==> src/hw/spm_defines.svh <==
// Register offsets, field positions, reset values and timing counts
// Assumes a 100 MHz core clock and a 12-bit Wishbone byte address
`ifndef SPM_DEFINES_SVH
`define SPM_DEFINES_SVH
`define SPM_ADR_TASK_START 12'h010
`define SPM_ADR_TASK_STOP 12'h014
`define SPM_ADR_EV_STATUS 12'h100
`define SPM_ADR_EV_CLEAR 12'h104
`define SPM_ADR_INT_SET 12'h304
`define SPM_ADR_INT_DISABLE 12'h308
`define SPM_ADR_ENABLE 12'h500
`define SPM_ADR_PSEL_CLK 12'h508
`define SPM_ADR_PSEL_OUT 12'h50C
`define SPM_ADR_PSEL_IN 12'h510
`define SPM_ADR_RATE 12'h524
`define SPM_ADR_RX_PTR 12'h534
`define SPM_ADR_RX_LIM 12'h538
`define SPM_ADR_RX_MOVED 12'h53C
`define SPM_ADR_RX_LIST 12'h540
`define SPM_ADR_TX_PTR 12'h544
`define SPM_ADR_TX_LIM 12'h548
`define SPM_ADR_TX_MOVED 12'h54C
`define SPM_ADR_TX_LIST 12'h550
`define SPM_ADR_ORC 12'h5C0
// Event bit positions, shared by status, clear and enable registers
`define SPM_EV_HALT 0
`define SPM_EV_RXDONE 1
`define SPM_EV_BOTH 2
`define SPM_EV_TXDONE 3
`define SPM_EV_BEGUN 4
`define SPM_EV_W 5
`define SPM_LIM_W 15
`define SPM_LIST_W 2
// Rate codes
`define SPM_RATE_125K 32'h02000000
`define SPM_RATE_250K 32'h04000000
`define SPM_RATE_500K 32'h08000000
`define SPM_RATE_1M 32'h10000000
`define SPM_RATE_2M 32'h20000000
`define SPM_RATE_4M 32'h40000000
`define SPM_RATE_8M 32'h80000000
`define SPM_RST_RATE `SPM_RATE_250K
`define SPM_RST_ZERO 32'h00000000
// Timing
`define SPM_CLK_KHZ 100000
`define SPM_CLK_NS 10
`define SPM_SLOW_KBPS 125
`define SPM_SLOW_PERIOD_CYC (`SPM_CLK_KHZ / `SPM_SLOW_KBPS)
`define SPM_MIN_SCK_NS 125
`define SPM_MIN_PERIOD_CYC ((`SPM_MIN_SCK_NS + `SPM_CLK_NS - 1) / `SPM_CLK_NS)
`endif

==> src/hw/spm_pkg.sv <==
// Types shared by the serial master files
// Assumes spm_defines.svh supplies all numeric constants
package spm_pkg;
    typedef enum logic [3:0] {
        ST_IDLE = 4'h1,
        ST_FETCH = 4'h2,
        ST_SHIFT = 4'h4,
        ST_STORE = 4'h8
    } spm_state_type;
    typedef logic [9:0] spm_period_type;
endpackage

==> src/hw/spm_byte_if.sv <==
// Byte hand-over between transfer engine and serial shifter
// Assumes both ends run on core_clk
`timescale 1ns/1ps
interface spm_byte_if;
    logic start;
    logic [7:0] tx_byte;
    spm_pkg::spm_period_type period;
    logic done;
    logic [7:0] rx_byte;
    modport ctrl (output start, output tx_byte, output period, input done, input rx_byte);
    modport shft (input start, input tx_byte, input period, output done, output rx_byte);
endinterface

==> src/hw/spm_master_regs.sv <==
// Memory-backed serial master: Wishbone registers, transfer engine, interrupt
// Assumes a byte-wide memory port answering with a one-cycle ack on core_clk
// Notes on behaviour
// - Writing one to a disable bit clears that event's interrupt enable.
// - Reading the disable register returns the current enable bits.
// - Rate code selects 125 kbps up to 4 Mbps, doubling per code bit; the 8 Mbps code is held at a 13-cycle period.
// - Serial clock is divided down from the core clock.
// - Receive limit bounds bytes written into receive memory.
// - Receive moved count reports bytes stored in the last transaction.
// - Transmit limit bounds bytes read; software keeps it 1 to 0x7fff.
// - Writing one to a set bit enables that interrupt; reads share state.
// - Both-done event fires only after both buffers reach their end.
// - Past the transmit limit the over-read character is shifted out.
//
// Chosen here: register access over Wishbone.
`timescale 1ns/1ps
`include "spm_defines.svh"
module spm_master_regs (
    input wire logic core_clk,
    input wire logic rst_n,
    input wire logic wb_cyc_i,
    input wire logic wb_stb_i,
    input wire logic wb_we_i,
    input wire logic [11:0] wb_adr_i,
    input wire logic [3:0] wb_sel_i,
    input wire logic [31:0] wb_dat_i,
    output logic [31:0] wb_dat_o,
    output logic wb_ack_o,
    output logic irq_o,
    output logic spi_sck_o,
    output logic spi_out_data_o,
    input wire logic spi_in_data_i,
    output logic [31:0] clk_pin_sel_o,
    output logic [31:0] out_pin_sel_o,
    output logic [31:0] in_pin_sel_o,
    output logic dma_req_o,
    output logic dma_we_o,
    output logic [31:0] dma_adr_o,
    output logic [7:0] dma_dat_o,
    input wire logic [7:0] dma_dat_i,
    input wire logic dma_ack_i
);
    spm_byte_if bif ();

    logic ack_q;
    logic [31:0] rd_q;
    logic [31:0] rd_d;
    logic [`SPM_EV_W-1:0] ien_q;
    logic [`SPM_EV_W-1:0] st_q;
    logic [31:0] enable_q;
    logic [31:0] psel_clk_q;
    logic [31:0] psel_out_q;
    logic [31:0] psel_in_q;
    logic [31:0] rate_q;
    logic [31:0] rx_ptr_q;
    logic [`SPM_LIM_W-1:0] rx_lim_q;
    logic [`SPM_LIM_W-1:0] rx_moved_q;
    logic [`SPM_LIST_W-1:0] rx_list_q;
    logic [31:0] tx_ptr_q;
    logic [`SPM_LIM_W-1:0] tx_lim_q;
    logic [`SPM_LIM_W-1:0] tx_moved_q;
    logic [`SPM_LIST_W-1:0] tx_list_q;
    logic [7:0] orc_q;
    logic [7:0] byte_q;
    logic go_q;
    logic stop_q;
    logic miso_s1_q;
    logic miso_s2_q;
    logic [`SPM_LIM_W-1:0] idx_q;
    logic [`SPM_LIM_W-1:0] idx_d;
    spm_pkg::spm_state_type st_state_q;
    spm_pkg::spm_state_type st_state_d;
    logic go_d;
    logic [`SPM_EV_W-1:0] ev;

    // Byte-lane merge for read-write registers
    function automatic logic [31:0] merge(input logic [31:0] old, input logic [31:0] nw, input logic [3:0] sel);
        logic [31:0] m;
        m = {{8{sel[3]}}, {8{sel[2]}}, {8{sel[1]}}, {8{sel[0]}}};
        merge = (old & ~m) | (nw & m);
    endfunction

    // Smaller of a byte count and a limit
    function automatic logic [`SPM_LIM_W-1:0] cap(input logic [`SPM_LIM_W-1:0] n, input logic [`SPM_LIM_W-1:0] lim);
        cap = (n < lim) ? n : lim;
    endfunction

    // Code to serial clock period in core cycles; unknown codes run at 250 kbps
    function automatic spm_pkg::spm_period_type rate_period(input logic [31:0] code);
        logic [2:0] n;
        logic [9:0] p;
        n = 3'h1;
        case (code)
            `SPM_RATE_125K: n = 3'h0;
            `SPM_RATE_250K: n = 3'h1;
            `SPM_RATE_500K: n = 3'h2;
            `SPM_RATE_1M: n = 3'h3;
            `SPM_RATE_2M: n = 3'h4;
            `SPM_RATE_4M: n = 3'h5;
            `SPM_RATE_8M: n = 3'h6;
            default: n = 3'h1;
        endcase
        p = 10'(`SPM_SLOW_PERIOD_CYC >> n);
        // Fastest code would undercut the least clock period, so hold it there
        rate_period = (p < 10'(`SPM_MIN_PERIOD_CYC)) ? 10'(`SPM_MIN_PERIOD_CYC) : p;
    endfunction

    // Bus decode
    wire [11:0] adr = {wb_adr_i[11:2], 2'b00};
    wire req = wb_cyc_i && wb_stb_i;
    wire wr = req && wb_we_i && ack_q;
    wire [4:0] wmask = wb_dat_i[4:0] & {5{wb_sel_i[0]}};
    wire wr_intset = wr && adr == `SPM_ADR_INT_SET;
    wire wr_intclr = wr && adr == `SPM_ADR_INT_DISABLE;
    wire wr_evclr = wr && adr == `SPM_ADR_EV_CLEAR;
    wire start_wr = wr && adr == `SPM_ADR_TASK_START && wmask[0];
    wire stop_wr = wr && adr == `SPM_ADR_TASK_STOP && wmask[0];
    wire busy = st_state_q != spm_pkg::ST_IDLE;

    // Engine decode
    wire [`SPM_LIM_W-1:0] idx1 = idx_q + 15'h0001;
    wire [`SPM_LIM_W-1:0] total = (rx_lim_q > tx_lim_q) ? rx_lim_q : tx_lim_q;
    wire need_tx = idx_q < tx_lim_q;
    wire need_rx = idx_q < rx_lim_q;
    wire start_go = start_wr && enable_q != `SPM_RST_ZERO && !busy;
    wire stop_pend = stop_q || stop_wr;
    wire in_idle = st_state_q == spm_pkg::ST_IDLE;
    wire in_fetch = st_state_q == spm_pkg::ST_FETCH;
    wire in_shift = st_state_q == spm_pkg::ST_SHIFT;
    wire in_store = st_state_q == spm_pkg::ST_STORE;
    wire fetch_ok = in_fetch && (!need_tx || dma_ack_i);
    wire byte_end = (in_shift && bif.done && !need_rx) || (in_store && dma_ack_i);
    wire fin_ok = (in_idle && start_go && total == 15'h0000) || (byte_end && !stop_pend && idx1 == total);
    wire fin_stop = (byte_end && stop_pend) || (in_idle && stop_wr && !start_go);
    wire [`SPM_LIM_W-1:0] fin_cnt = byte_end ? idx1 : 15'h0000;
    wire save_cnt = fin_ok || (fin_stop && byte_end);

    // Event pulses
    assign ev[`SPM_EV_HALT] = fin_stop;
    assign ev[`SPM_EV_BOTH] = fin_ok;
    assign ev[`SPM_EV_BEGUN] = in_idle && start_go;
    assign ev[`SPM_EV_TXDONE] = (in_shift && bif.done && idx1 == tx_lim_q) || (fin_ok && tx_lim_q == 15'h0000);
    assign ev[`SPM_EV_RXDONE] = (in_store && dma_ack_i && idx1 == rx_lim_q) || (fin_ok && rx_lim_q == 15'h0000);

    // Memory port: reads stay under the transmit limit, writes under the receive limit
    assign dma_req_o = (in_fetch && need_tx) || in_store;
    assign dma_we_o = in_store;
    assign dma_adr_o = in_store ? rx_ptr_q + 32'(idx_q) : tx_ptr_q + 32'(idx_q);
    assign dma_dat_o = bif.rx_byte;

    // Shifter hookup
    assign bif.start = go_q;
    assign bif.tx_byte = byte_q;
    assign bif.period = rate_period(rate_q);
    assign wb_ack_o = ack_q;
    assign wb_dat_o = rd_q;
    assign irq_o = |(st_q & ien_q);
    assign clk_pin_sel_o = psel_clk_q;
    assign out_pin_sel_o = psel_out_q;
    assign in_pin_sel_o = psel_in_q;

    spm_shifter u_shift (
        .core_clk(core_clk),
        .rst_n(rst_n),
        .in_data(miso_s2_q),
        .sck(spi_sck_o),
        .out_data(spi_out_data_o),
        .bif(bif)
    );

    // Read mux
    always_comb begin
        rd_d = `SPM_RST_ZERO;
        case (adr)
            `SPM_ADR_EV_STATUS: rd_d = 32'(st_q);
            `SPM_ADR_INT_SET: rd_d = 32'(ien_q);
            `SPM_ADR_INT_DISABLE: rd_d = 32'(ien_q);
            `SPM_ADR_ENABLE: rd_d = enable_q;
            `SPM_ADR_PSEL_CLK: rd_d = psel_clk_q;
            `SPM_ADR_PSEL_OUT: rd_d = psel_out_q;
            `SPM_ADR_PSEL_IN: rd_d = psel_in_q;
            `SPM_ADR_RATE: rd_d = rate_q;
            `SPM_ADR_RX_PTR: rd_d = rx_ptr_q;
            `SPM_ADR_RX_LIM: rd_d = 32'(rx_lim_q);
            `SPM_ADR_RX_MOVED: rd_d = 32'(rx_moved_q);
            `SPM_ADR_RX_LIST: rd_d = 32'(rx_list_q);
            `SPM_ADR_TX_PTR: rd_d = tx_ptr_q;
            `SPM_ADR_TX_LIM: rd_d = 32'(tx_lim_q);
            `SPM_ADR_TX_MOVED: rd_d = 32'(tx_moved_q);
            `SPM_ADR_TX_LIST: rd_d = 32'(tx_list_q);
            `SPM_ADR_ORC: rd_d = 32'(orc_q);
            default: rd_d = `SPM_RST_ZERO;
        endcase
    end

    // Transfer sequencing
    always_comb begin
        st_state_d = st_state_q;
        idx_d = idx_q;
        go_d = 1'b0;
        case (st_state_q)
            spm_pkg::ST_IDLE: begin
                if (start_go && total != 15'h0000) begin
                    st_state_d = spm_pkg::ST_FETCH;
                    idx_d = 15'h0000;
                end
            end
            spm_pkg::ST_FETCH: begin
                if (fetch_ok) begin
                    st_state_d = spm_pkg::ST_SHIFT;
                    go_d = 1'b1;
                end
            end
            spm_pkg::ST_SHIFT: begin
                if (bif.done) begin
                    st_state_d = need_rx ? spm_pkg::ST_STORE : spm_pkg::ST_FETCH;
                end
            end
            spm_pkg::ST_STORE: begin
                if (dma_ack_i) begin
                    st_state_d = spm_pkg::ST_FETCH;
                end
            end
            default: st_state_d = spm_pkg::ST_IDLE;
        endcase
        if (byte_end) begin
            idx_d = idx1;
            if (fin_ok || fin_stop) begin
                st_state_d = spm_pkg::ST_IDLE;
            end
        end
    end

    // Bus answer one cycle after the request; dropped the cycle after
    always_ff @(posedge core_clk or negedge rst_n) begin
        if (!rst_n) begin
            ack_q <= 1'b0;
            rd_q <= `SPM_RST_ZERO;
        end else begin
            ack_q <= req && !ack_q;
            if (req && !ack_q) begin
                rd_q <= rd_d;
            end
        end
    end

    // Enables, and sticky status where a new event beats a clear
    always_ff @(posedge core_clk or negedge rst_n) begin
        if (!rst_n) begin
            ien_q <= 5'h00;
            st_q <= 5'h00;
        end else begin
            if (wr_intset) begin
                ien_q <= ien_q | wmask;
            end else if (wr_intclr) begin
                ien_q <= ien_q & ~wmask;
            end
            st_q <= (st_q & ~(wr_evclr ? wmask : 5'h00)) | ev;
        end
    end

    // Configuration registers
    always_ff @(posedge core_clk or negedge rst_n) begin
        if (!rst_n) begin
            enable_q <= `SPM_RST_ZERO;
            psel_clk_q <= `SPM_RST_ZERO;
            psel_out_q <= `SPM_RST_ZERO;
            psel_in_q <= `SPM_RST_ZERO;
            rate_q <= `SPM_RST_RATE;
            rx_ptr_q <= `SPM_RST_ZERO;
            rx_lim_q <= 15'h0000;
            rx_list_q <= 2'h0;
            tx_ptr_q <= `SPM_RST_ZERO;
            tx_lim_q <= 15'h0000;
            tx_list_q <= 2'h0;
            orc_q <= 8'h00;
        end else if (wr) begin
            case (adr)
                `SPM_ADR_ENABLE: enable_q <= merge(enable_q, wb_dat_i, wb_sel_i);
                `SPM_ADR_PSEL_CLK: psel_clk_q <= merge(psel_clk_q, wb_dat_i, wb_sel_i);
                `SPM_ADR_PSEL_OUT: psel_out_q <= merge(psel_out_q, wb_dat_i, wb_sel_i);
                `SPM_ADR_PSEL_IN: psel_in_q <= merge(psel_in_q, wb_dat_i, wb_sel_i);
                `SPM_ADR_RATE: rate_q <= merge(rate_q, wb_dat_i, wb_sel_i);
                `SPM_ADR_RX_PTR: rx_ptr_q <= merge(rx_ptr_q, wb_dat_i, wb_sel_i);
                `SPM_ADR_RX_LIM: rx_lim_q <= 15'(merge(32'(rx_lim_q), wb_dat_i, wb_sel_i));
                `SPM_ADR_RX_LIST: rx_list_q <= 2'(merge(32'(rx_list_q), wb_dat_i, wb_sel_i));
                `SPM_ADR_TX_PTR: tx_ptr_q <= merge(tx_ptr_q, wb_dat_i, wb_sel_i);
                `SPM_ADR_TX_LIM: tx_lim_q <= 15'(merge(32'(tx_lim_q), wb_dat_i, wb_sel_i));
                `SPM_ADR_TX_LIST: tx_list_q <= 2'(merge(32'(tx_list_q), wb_dat_i, wb_sel_i));
                `SPM_ADR_ORC: orc_q <= 8'(merge(32'(orc_q), wb_dat_i, wb_sel_i));
                default: orc_q <= orc_q;
            endcase
        end
    end

    // Engine state; limits may change mid-transfer, which software must avoid
    always_ff @(posedge core_clk or negedge rst_n) begin
        if (!rst_n) begin
            st_state_q <= spm_pkg::ST_IDLE;
            idx_q <= 15'h0000;
            go_q <= 1'b0;
            stop_q <= 1'b0;
            byte_q <= 8'h00;
            rx_moved_q <= 15'h0000;
            tx_moved_q <= 15'h0000;
        end else begin
            st_state_q <= st_state_d;
            idx_q <= idx_d;
            go_q <= go_d;
            stop_q <= (stop_q || (stop_wr && busy)) && !(fin_ok || fin_stop);
            if (fetch_ok) begin
                byte_q <= need_tx ? dma_dat_i : orc_q;
            end
            if (save_cnt) begin
                rx_moved_q <= cap(fin_cnt, rx_lim_q);
                tx_moved_q <= cap(fin_cnt, tx_lim_q);
            end
        end
    end

    // In-data pin synchroniser
    always_ff @(posedge core_clk or negedge rst_n) begin
        if (!rst_n) begin
            miso_s1_q <= 1'b0;
            miso_s2_q <= 1'b0;
        end else begin
            miso_s1_q <= spi_in_data_i;
            miso_s2_q <= miso_s1_q;
        end
    end
endmodule

==> src/hw/spm_shifter.sv <==
// Serial byte shifter, mode 0, most significant bit first
// Assumes the in-data line is already synchronised to core_clk
`timescale 1ns/1ps
`include "spm_defines.svh"
module spm_shifter (
    input wire logic core_clk,
    input wire logic rst_n,
    input wire logic in_data,
    output logic sck,
    output logic out_data,
    spm_byte_if.shft bif
);
    logic [9:0] cnt_q;
    logic [2:0] bit_q;
    logic busy_q;
    logic [7:0] sh_q;
    logic [7:0] rx_q;
    logic done_q;
    wire [9:0] half = {1'b0, bif.period[9:1]};
    wire rise_now = busy_q && (cnt_q == half - 10'h001);
    wire fall_now = busy_q && (cnt_q == bif.period - 10'h001);

    assign bif.done = done_q;
    assign bif.rx_byte = rx_q;

    // Clock period counted in core cycles, so rate tracks core clock accuracy
    always_ff @(posedge core_clk or negedge rst_n) begin
        if (!rst_n) begin
            cnt_q <= 10'h000;
            bit_q <= 3'h0;
            busy_q <= 1'b0;
            sh_q <= 8'h00;
            rx_q <= 8'h00;
            done_q <= 1'b0;
            sck <= 1'b0;
            out_data <= 1'b0;
        end else begin
            done_q <= 1'b0;
            if (!busy_q && bif.start) begin
                busy_q <= 1'b1;
                sh_q <= bif.tx_byte;
                out_data <= bif.tx_byte[7];
                cnt_q <= 10'h000;
                bit_q <= 3'h0;
            end else if (busy_q) begin
                cnt_q <= fall_now ? 10'h000 : cnt_q + 10'h001;
                if (rise_now) begin
                    sck <= 1'b1;
                    sh_q <= {sh_q[6:0], in_data}; // Sample on leading edge
                end
                if (fall_now) begin
                    sck <= 1'b0;
                    bit_q <= bit_q + 3'h1;
                    out_data <= sh_q[7];
                    if (bit_q == 3'h7) begin
                        busy_q <= 1'b0;
                        done_q <= 1'b1;
                        rx_q <= sh_q;
                    end
                end
            end
        end
    end
endmodule

==> config.mk <==
export PLATFORM = sky130hd
export DESIGN_NAME = spm_master_regs
export DESIGN_NICKNAME = d
export VERILOG_FILES = /design/src/hw/spm_pkg.sv /design/src/hw/spm_byte_if.sv /design/src/hw/spm_master_regs.sv /design/src/hw/spm_shifter.sv
export VERILOG_INCLUDE_DIRS = /design/src /design/src/hw
export SDC_FILE = /design/constraint.sdc
export NUM_CORES = 1
export LEC_CHECK = 0
export BUFFER_PORTS_ARGS = -buffer_cell sky130_fd_sc_hd__buf_2
export CORE_MARGIN = 10
export CORE_UTILIZATION = 45
export CTS_CLUSTER_DIAMETER = 50
export DETAILED_ROUTE_END_ITERATION = 6
export GPL_ROUTABILITY_DRIVEN = 0
export SLEW_MARGIN = 15
export SYNTH_ARGS = -nofsm -noshare
export SYNTH_HDL_FRONTEND = slang
export SYNTH_HIERARCHICAL = 1
export SYNTH_SLANG_ARGS = --single-unit
==> constraint.sdc <==
create_clock -name core_clk -period 13 [get_ports core_clk]
set_input_delay 0.65 -clock core_clk [delete_from_list [all_inputs] [get_ports core_clk]]
set_output_delay 0.65 -clock core_clk [all_outputs]
set_load 0.01 [all_outputs]
==> metrics.csv <==
stage,metric,value,unit
global_route,global_route.overflow_total,0,
clock_tree,clk_pin_slew_worst_setup_hold_paths,60,ps
clock_tree,numCtsBuffers,48,
clock_tree,cts_tree,done,
die,design.die.area,61300,um2
cells_and_area,post_route_cells_drive_above_1_share,0.292,
global_route,grt_max_degree,165,
status,failed_checks,design-rule violations,
clock_tree,number_of_hold_buffers_added_after_cts,0,
sta,finalClockSkew,24.6,ps
worst_setup_path,worst_setup_path_end_kind,flip-flop,
clock_tree,post_cts_resized,0,
worst_setup_path,critical_path_peak_fanout,14,
placed_design,portBuffers,234,
placed_design,detailedPlacementHpwl,59400,um
placed_design,dpl-instance-area,25100,um2
die,initial_utilization,0.455,
synthesis,synth_fp_nets,2346,
power,worst_ir_drop_vdd,0.0823,mV
drt,avgRoutedWirePerCell,25.9,um
synthesis,syn_avg_cell_area,10.7,um2
placed_design,preCtsSetupSlack,6920,ps
power,p_per_area,109,nW/um2
global_route,first_pass_grt_wire_length,122000,um
clock_tree,htree_num_levels,2,
worst_setup_path,crit_path_top_delay_cell,sky130_fd_sc_hd__nor4_2,
worst_setup_path,crit-reg2reg-capture,u_shift/sh_q[2],
cells_and_area,nNetsFinal,2548,
sta,timing.slew.headroom,0.196,
synthesis,synth.most_common_cell,sky130_fd_sc_hd__dfrtp_1,
drt,wirelength,80500,um
sta,finalHoldViolations,0,
global_route,grt-busiest-layer,met2,
drt,detailed_route_vias_per_instance,6.19,
sta,max_freq,0.162,GHz
sta,timing.final.max_slew_violations,0,
die,fp-row-count,83,
die,io_pins,237,
drt,dr_total_vias,19200,
worst_setup_path,cp_cell_sequence,nor4_1 -> nand4_1 -> nor2_1 -> nand2_1 -> nor4_2 -> a31oi_1 -> ha_1 -> inv_1 -> o21ai_0 -> or4_1 -> or4_1 -> a211o_1 -> a2111oi_4 -> a31oi_1 -> a21oi_1,
worst_setup_path,worst_ep_arrival_time,6690,ps
worst_hold_path,worst_min_path_class,primary input to async pin,
synthesis,synth.top_cells.by_area,"sky130_fd_sc_hd__dfrtp_1 (43%), sky130_fd_sc_hd__mux2_2 (16%), sky130_fd_sc_hd__ha_1 (5.2%), sky130_fd_sc_hd__nand2_1 (3.2%), sky130_fd_sc_hd__mux2i_1 (2.9%)",
worst_setup_path,ff2ff_path_depth,15,
global_route,met2_layer_usage_reported_by_global_route,0.412,
synthesis,cell_type_contributing_the_most_total_cell_area_after_synthesis,sky130_fd_sc_hd__dfrtp_1,
clock_tree,cts-root-buf,sky130_fd_sc_hd__clkbuf_16,
sta,grt_setup_unrepaired,no,
synthesis,synth_enable_flop_cells,0,
power,p_leak,13.5,nW
global_route,grt_antenna_before_repair,8,
worst_setup_path,critical_path_required,13510,ps
synthesis,postSynth.topFlopCell,sky130_fd_sc_hd__dfrtp_1,
drt,detail_route.iter0.violations,2035,
sta,setup_violations,0,
sta,layout_worst_path_cycle_share,0.476,
synthesis,netlist-cell-type-count,84,
clock_tree,ctsLongestPathBuffers,3,
cells_and_area,layout-area-overhead-vs-synth,15.4,%
sta,final.min_clock_period,6180,ps
die,die_x,248,um
synthesis,synth.top_cell.area_share,0.430,
worst_setup_path,crit_path_start_kind,flip-flop,
worst_setup_path,crit_end,u_shift/sh_q[2],
worst_setup_path,path_class,flip-flop to flip-flop,
sta,post-route-worst-setup-slack,6820,ps
synthesis,synthArstFlopShare,1.00,
drt,postRouteAntennaNets,0,
drt,1st_pass_router_iterations,7,
worst_setup_path,critical_path.max_stage_delay,910,ps
global_route,number_of_global_route_vias_before_repair,19400,
die,core,51300,um2
sta,setup_total_negative_slack,0,ps
cells_and_area,layout.cell_area.non_filler,26900,um2
synthesis,netlist_top_cells_count,"sky130_fd_sc_hd__dfrtp_1 (401), sky130_fd_sc_hd__mux2_2 (323), sky130_fd_sc_hd__nand2_1 (198)",
synthesis,synth.ff_latch_count,403,
global_route,groute.usage.overall,0.259,
worst_setup_path,regToRegSetupSlack,6820,ps
flow_run,cap_viol_max_count,0,
synthesis,yosysWarnings,6,
drt,drc,3,
clock_tree,tritoncts_num_sinks,403,
die,chipHeight,248,um
status,outcome,"finished, violations left",
sta,max_slew.worst_pin.slew,1200,ps
global_route,gr-usage-met1,0.342,
synthesis,synth-seq-area-share,0.432,
synthesis,post_synth_inst_count,2185,
global_route,grt.met3_usage,0.0549,
synthesis,synth_area,23300,um2
clock_tree,clock_latency_of_the_later_clocked_register_in_the_worst_skew_pair,610,ps
clock_tree,cts_post_setup_buffers_inserted,0,
==> cell type report <==
cell class,instances,area [um2]
inverter,61,229
timing repair buffer,258,1390
multi-input combinational,1615,12600
tap,680,851
sequential,403,10100
clock inverter,24,347
fill,4634,24400
antenna,3,7.51
clock buffer,65,1390
==> logic make-up (layout without fill, tap and decap cells) <==
family | Yosys count | count (layout) | synth area share
simple gates | 602 | 602 | 0.126
xor+xnor | 96 | 96 | 0.0378
fa+ha+maj | 98 | 98 | 0.0529
buf+inv | 167 | 408 | 0.0290
flops | 403 | 403 | 0.432
mux | 412 | 412 | 0.195
compound gates | 407 | 407 | 0.127
other cells | 0 | 3 | 0
==> routing by layer <==
metal,share of wire,wire [um]
met5,0.00084,68
met4,0.034,2770
met3,0.076,6140
met2,0.46,37400
met1,0.42,34100
==> report_power, final <==
part / internal [mW] / switching [mW] / leakage (nW)
combinational: 0.0542 / 0.102 / 7.17
sequential: 1.28 / 0.0329 / 5.49
clock: 0.895 / 0.576 / 0.854
total: 2.23 / 0.710 / 13.5
==> worst min path at each step <==
stage	startpoint	end	slack, ps	cells after the start
4_1_cts	rst_n	async pin	110	1
2_1_floorplan	miso_s1_q	miso_s2_q	330	0
3_3_place_gp	miso_s1_q	miso_s2_q	330	0
5_1_grt	rst_n	async pin	140	1
3_5_place_dp	miso_s1_q	miso_s2_q	340	0
6_report	rst_n	async pin	70	1
==> critical path: cells and delay by family, from the launching register on <==
kind	cells	cell delay [ps]
simple gates	7	3220
flops	1	390
fa+ha+maj	1	430
compound gates	6	1990
buf+inv	1	60
==> cells in the final DEF (no fill, tap or decap), drive strengths merged, types with 28 or more instances in the layout <==
| master | synthesis | routed |
|---|---|---|
| nand2 | 198 | 198 |
| nand4 | 37 | 37 |
| nor2 | 153 | 153 |
| xnor2 | 56 | 56 |
| buf | 25 | 258 |
| dfrtp | 401 | 401 |
| xor2 | 37 | 37 |
| a22oi | 28 | 28 |
| o21ai | 76 | 76 |
| a222oi | 51 | 51 |
| inv | 61 | 68 |
| a22o | 32 | 32 |
| mux2 | 344 | 344 |
| nand3 | 51 | 51 |
| clkbuf | 81 | 65 |
| a21oi | 71 | 71 |
| nor4 | 35 | 35 |
| ha | 97 | 97 |
| mux2i | 68 | 68 |
| nor3 | 30 | 30 |
| a21o | 39 | 39 |
==> per-stage QoR <==
stage	total power [mW]	instances	hold WS [ps]	util
detailed placement	1.49	3016	344	0.490
finish	2.94	3109	69.9	0.525
global placement	1.49	3016	335	0.490
global route	3.04	3108	138	0.525
CTS	2.96	3105	110	0.524
floorplan	1.41	2185	331	-
Power figures use the tool's default switching activity.
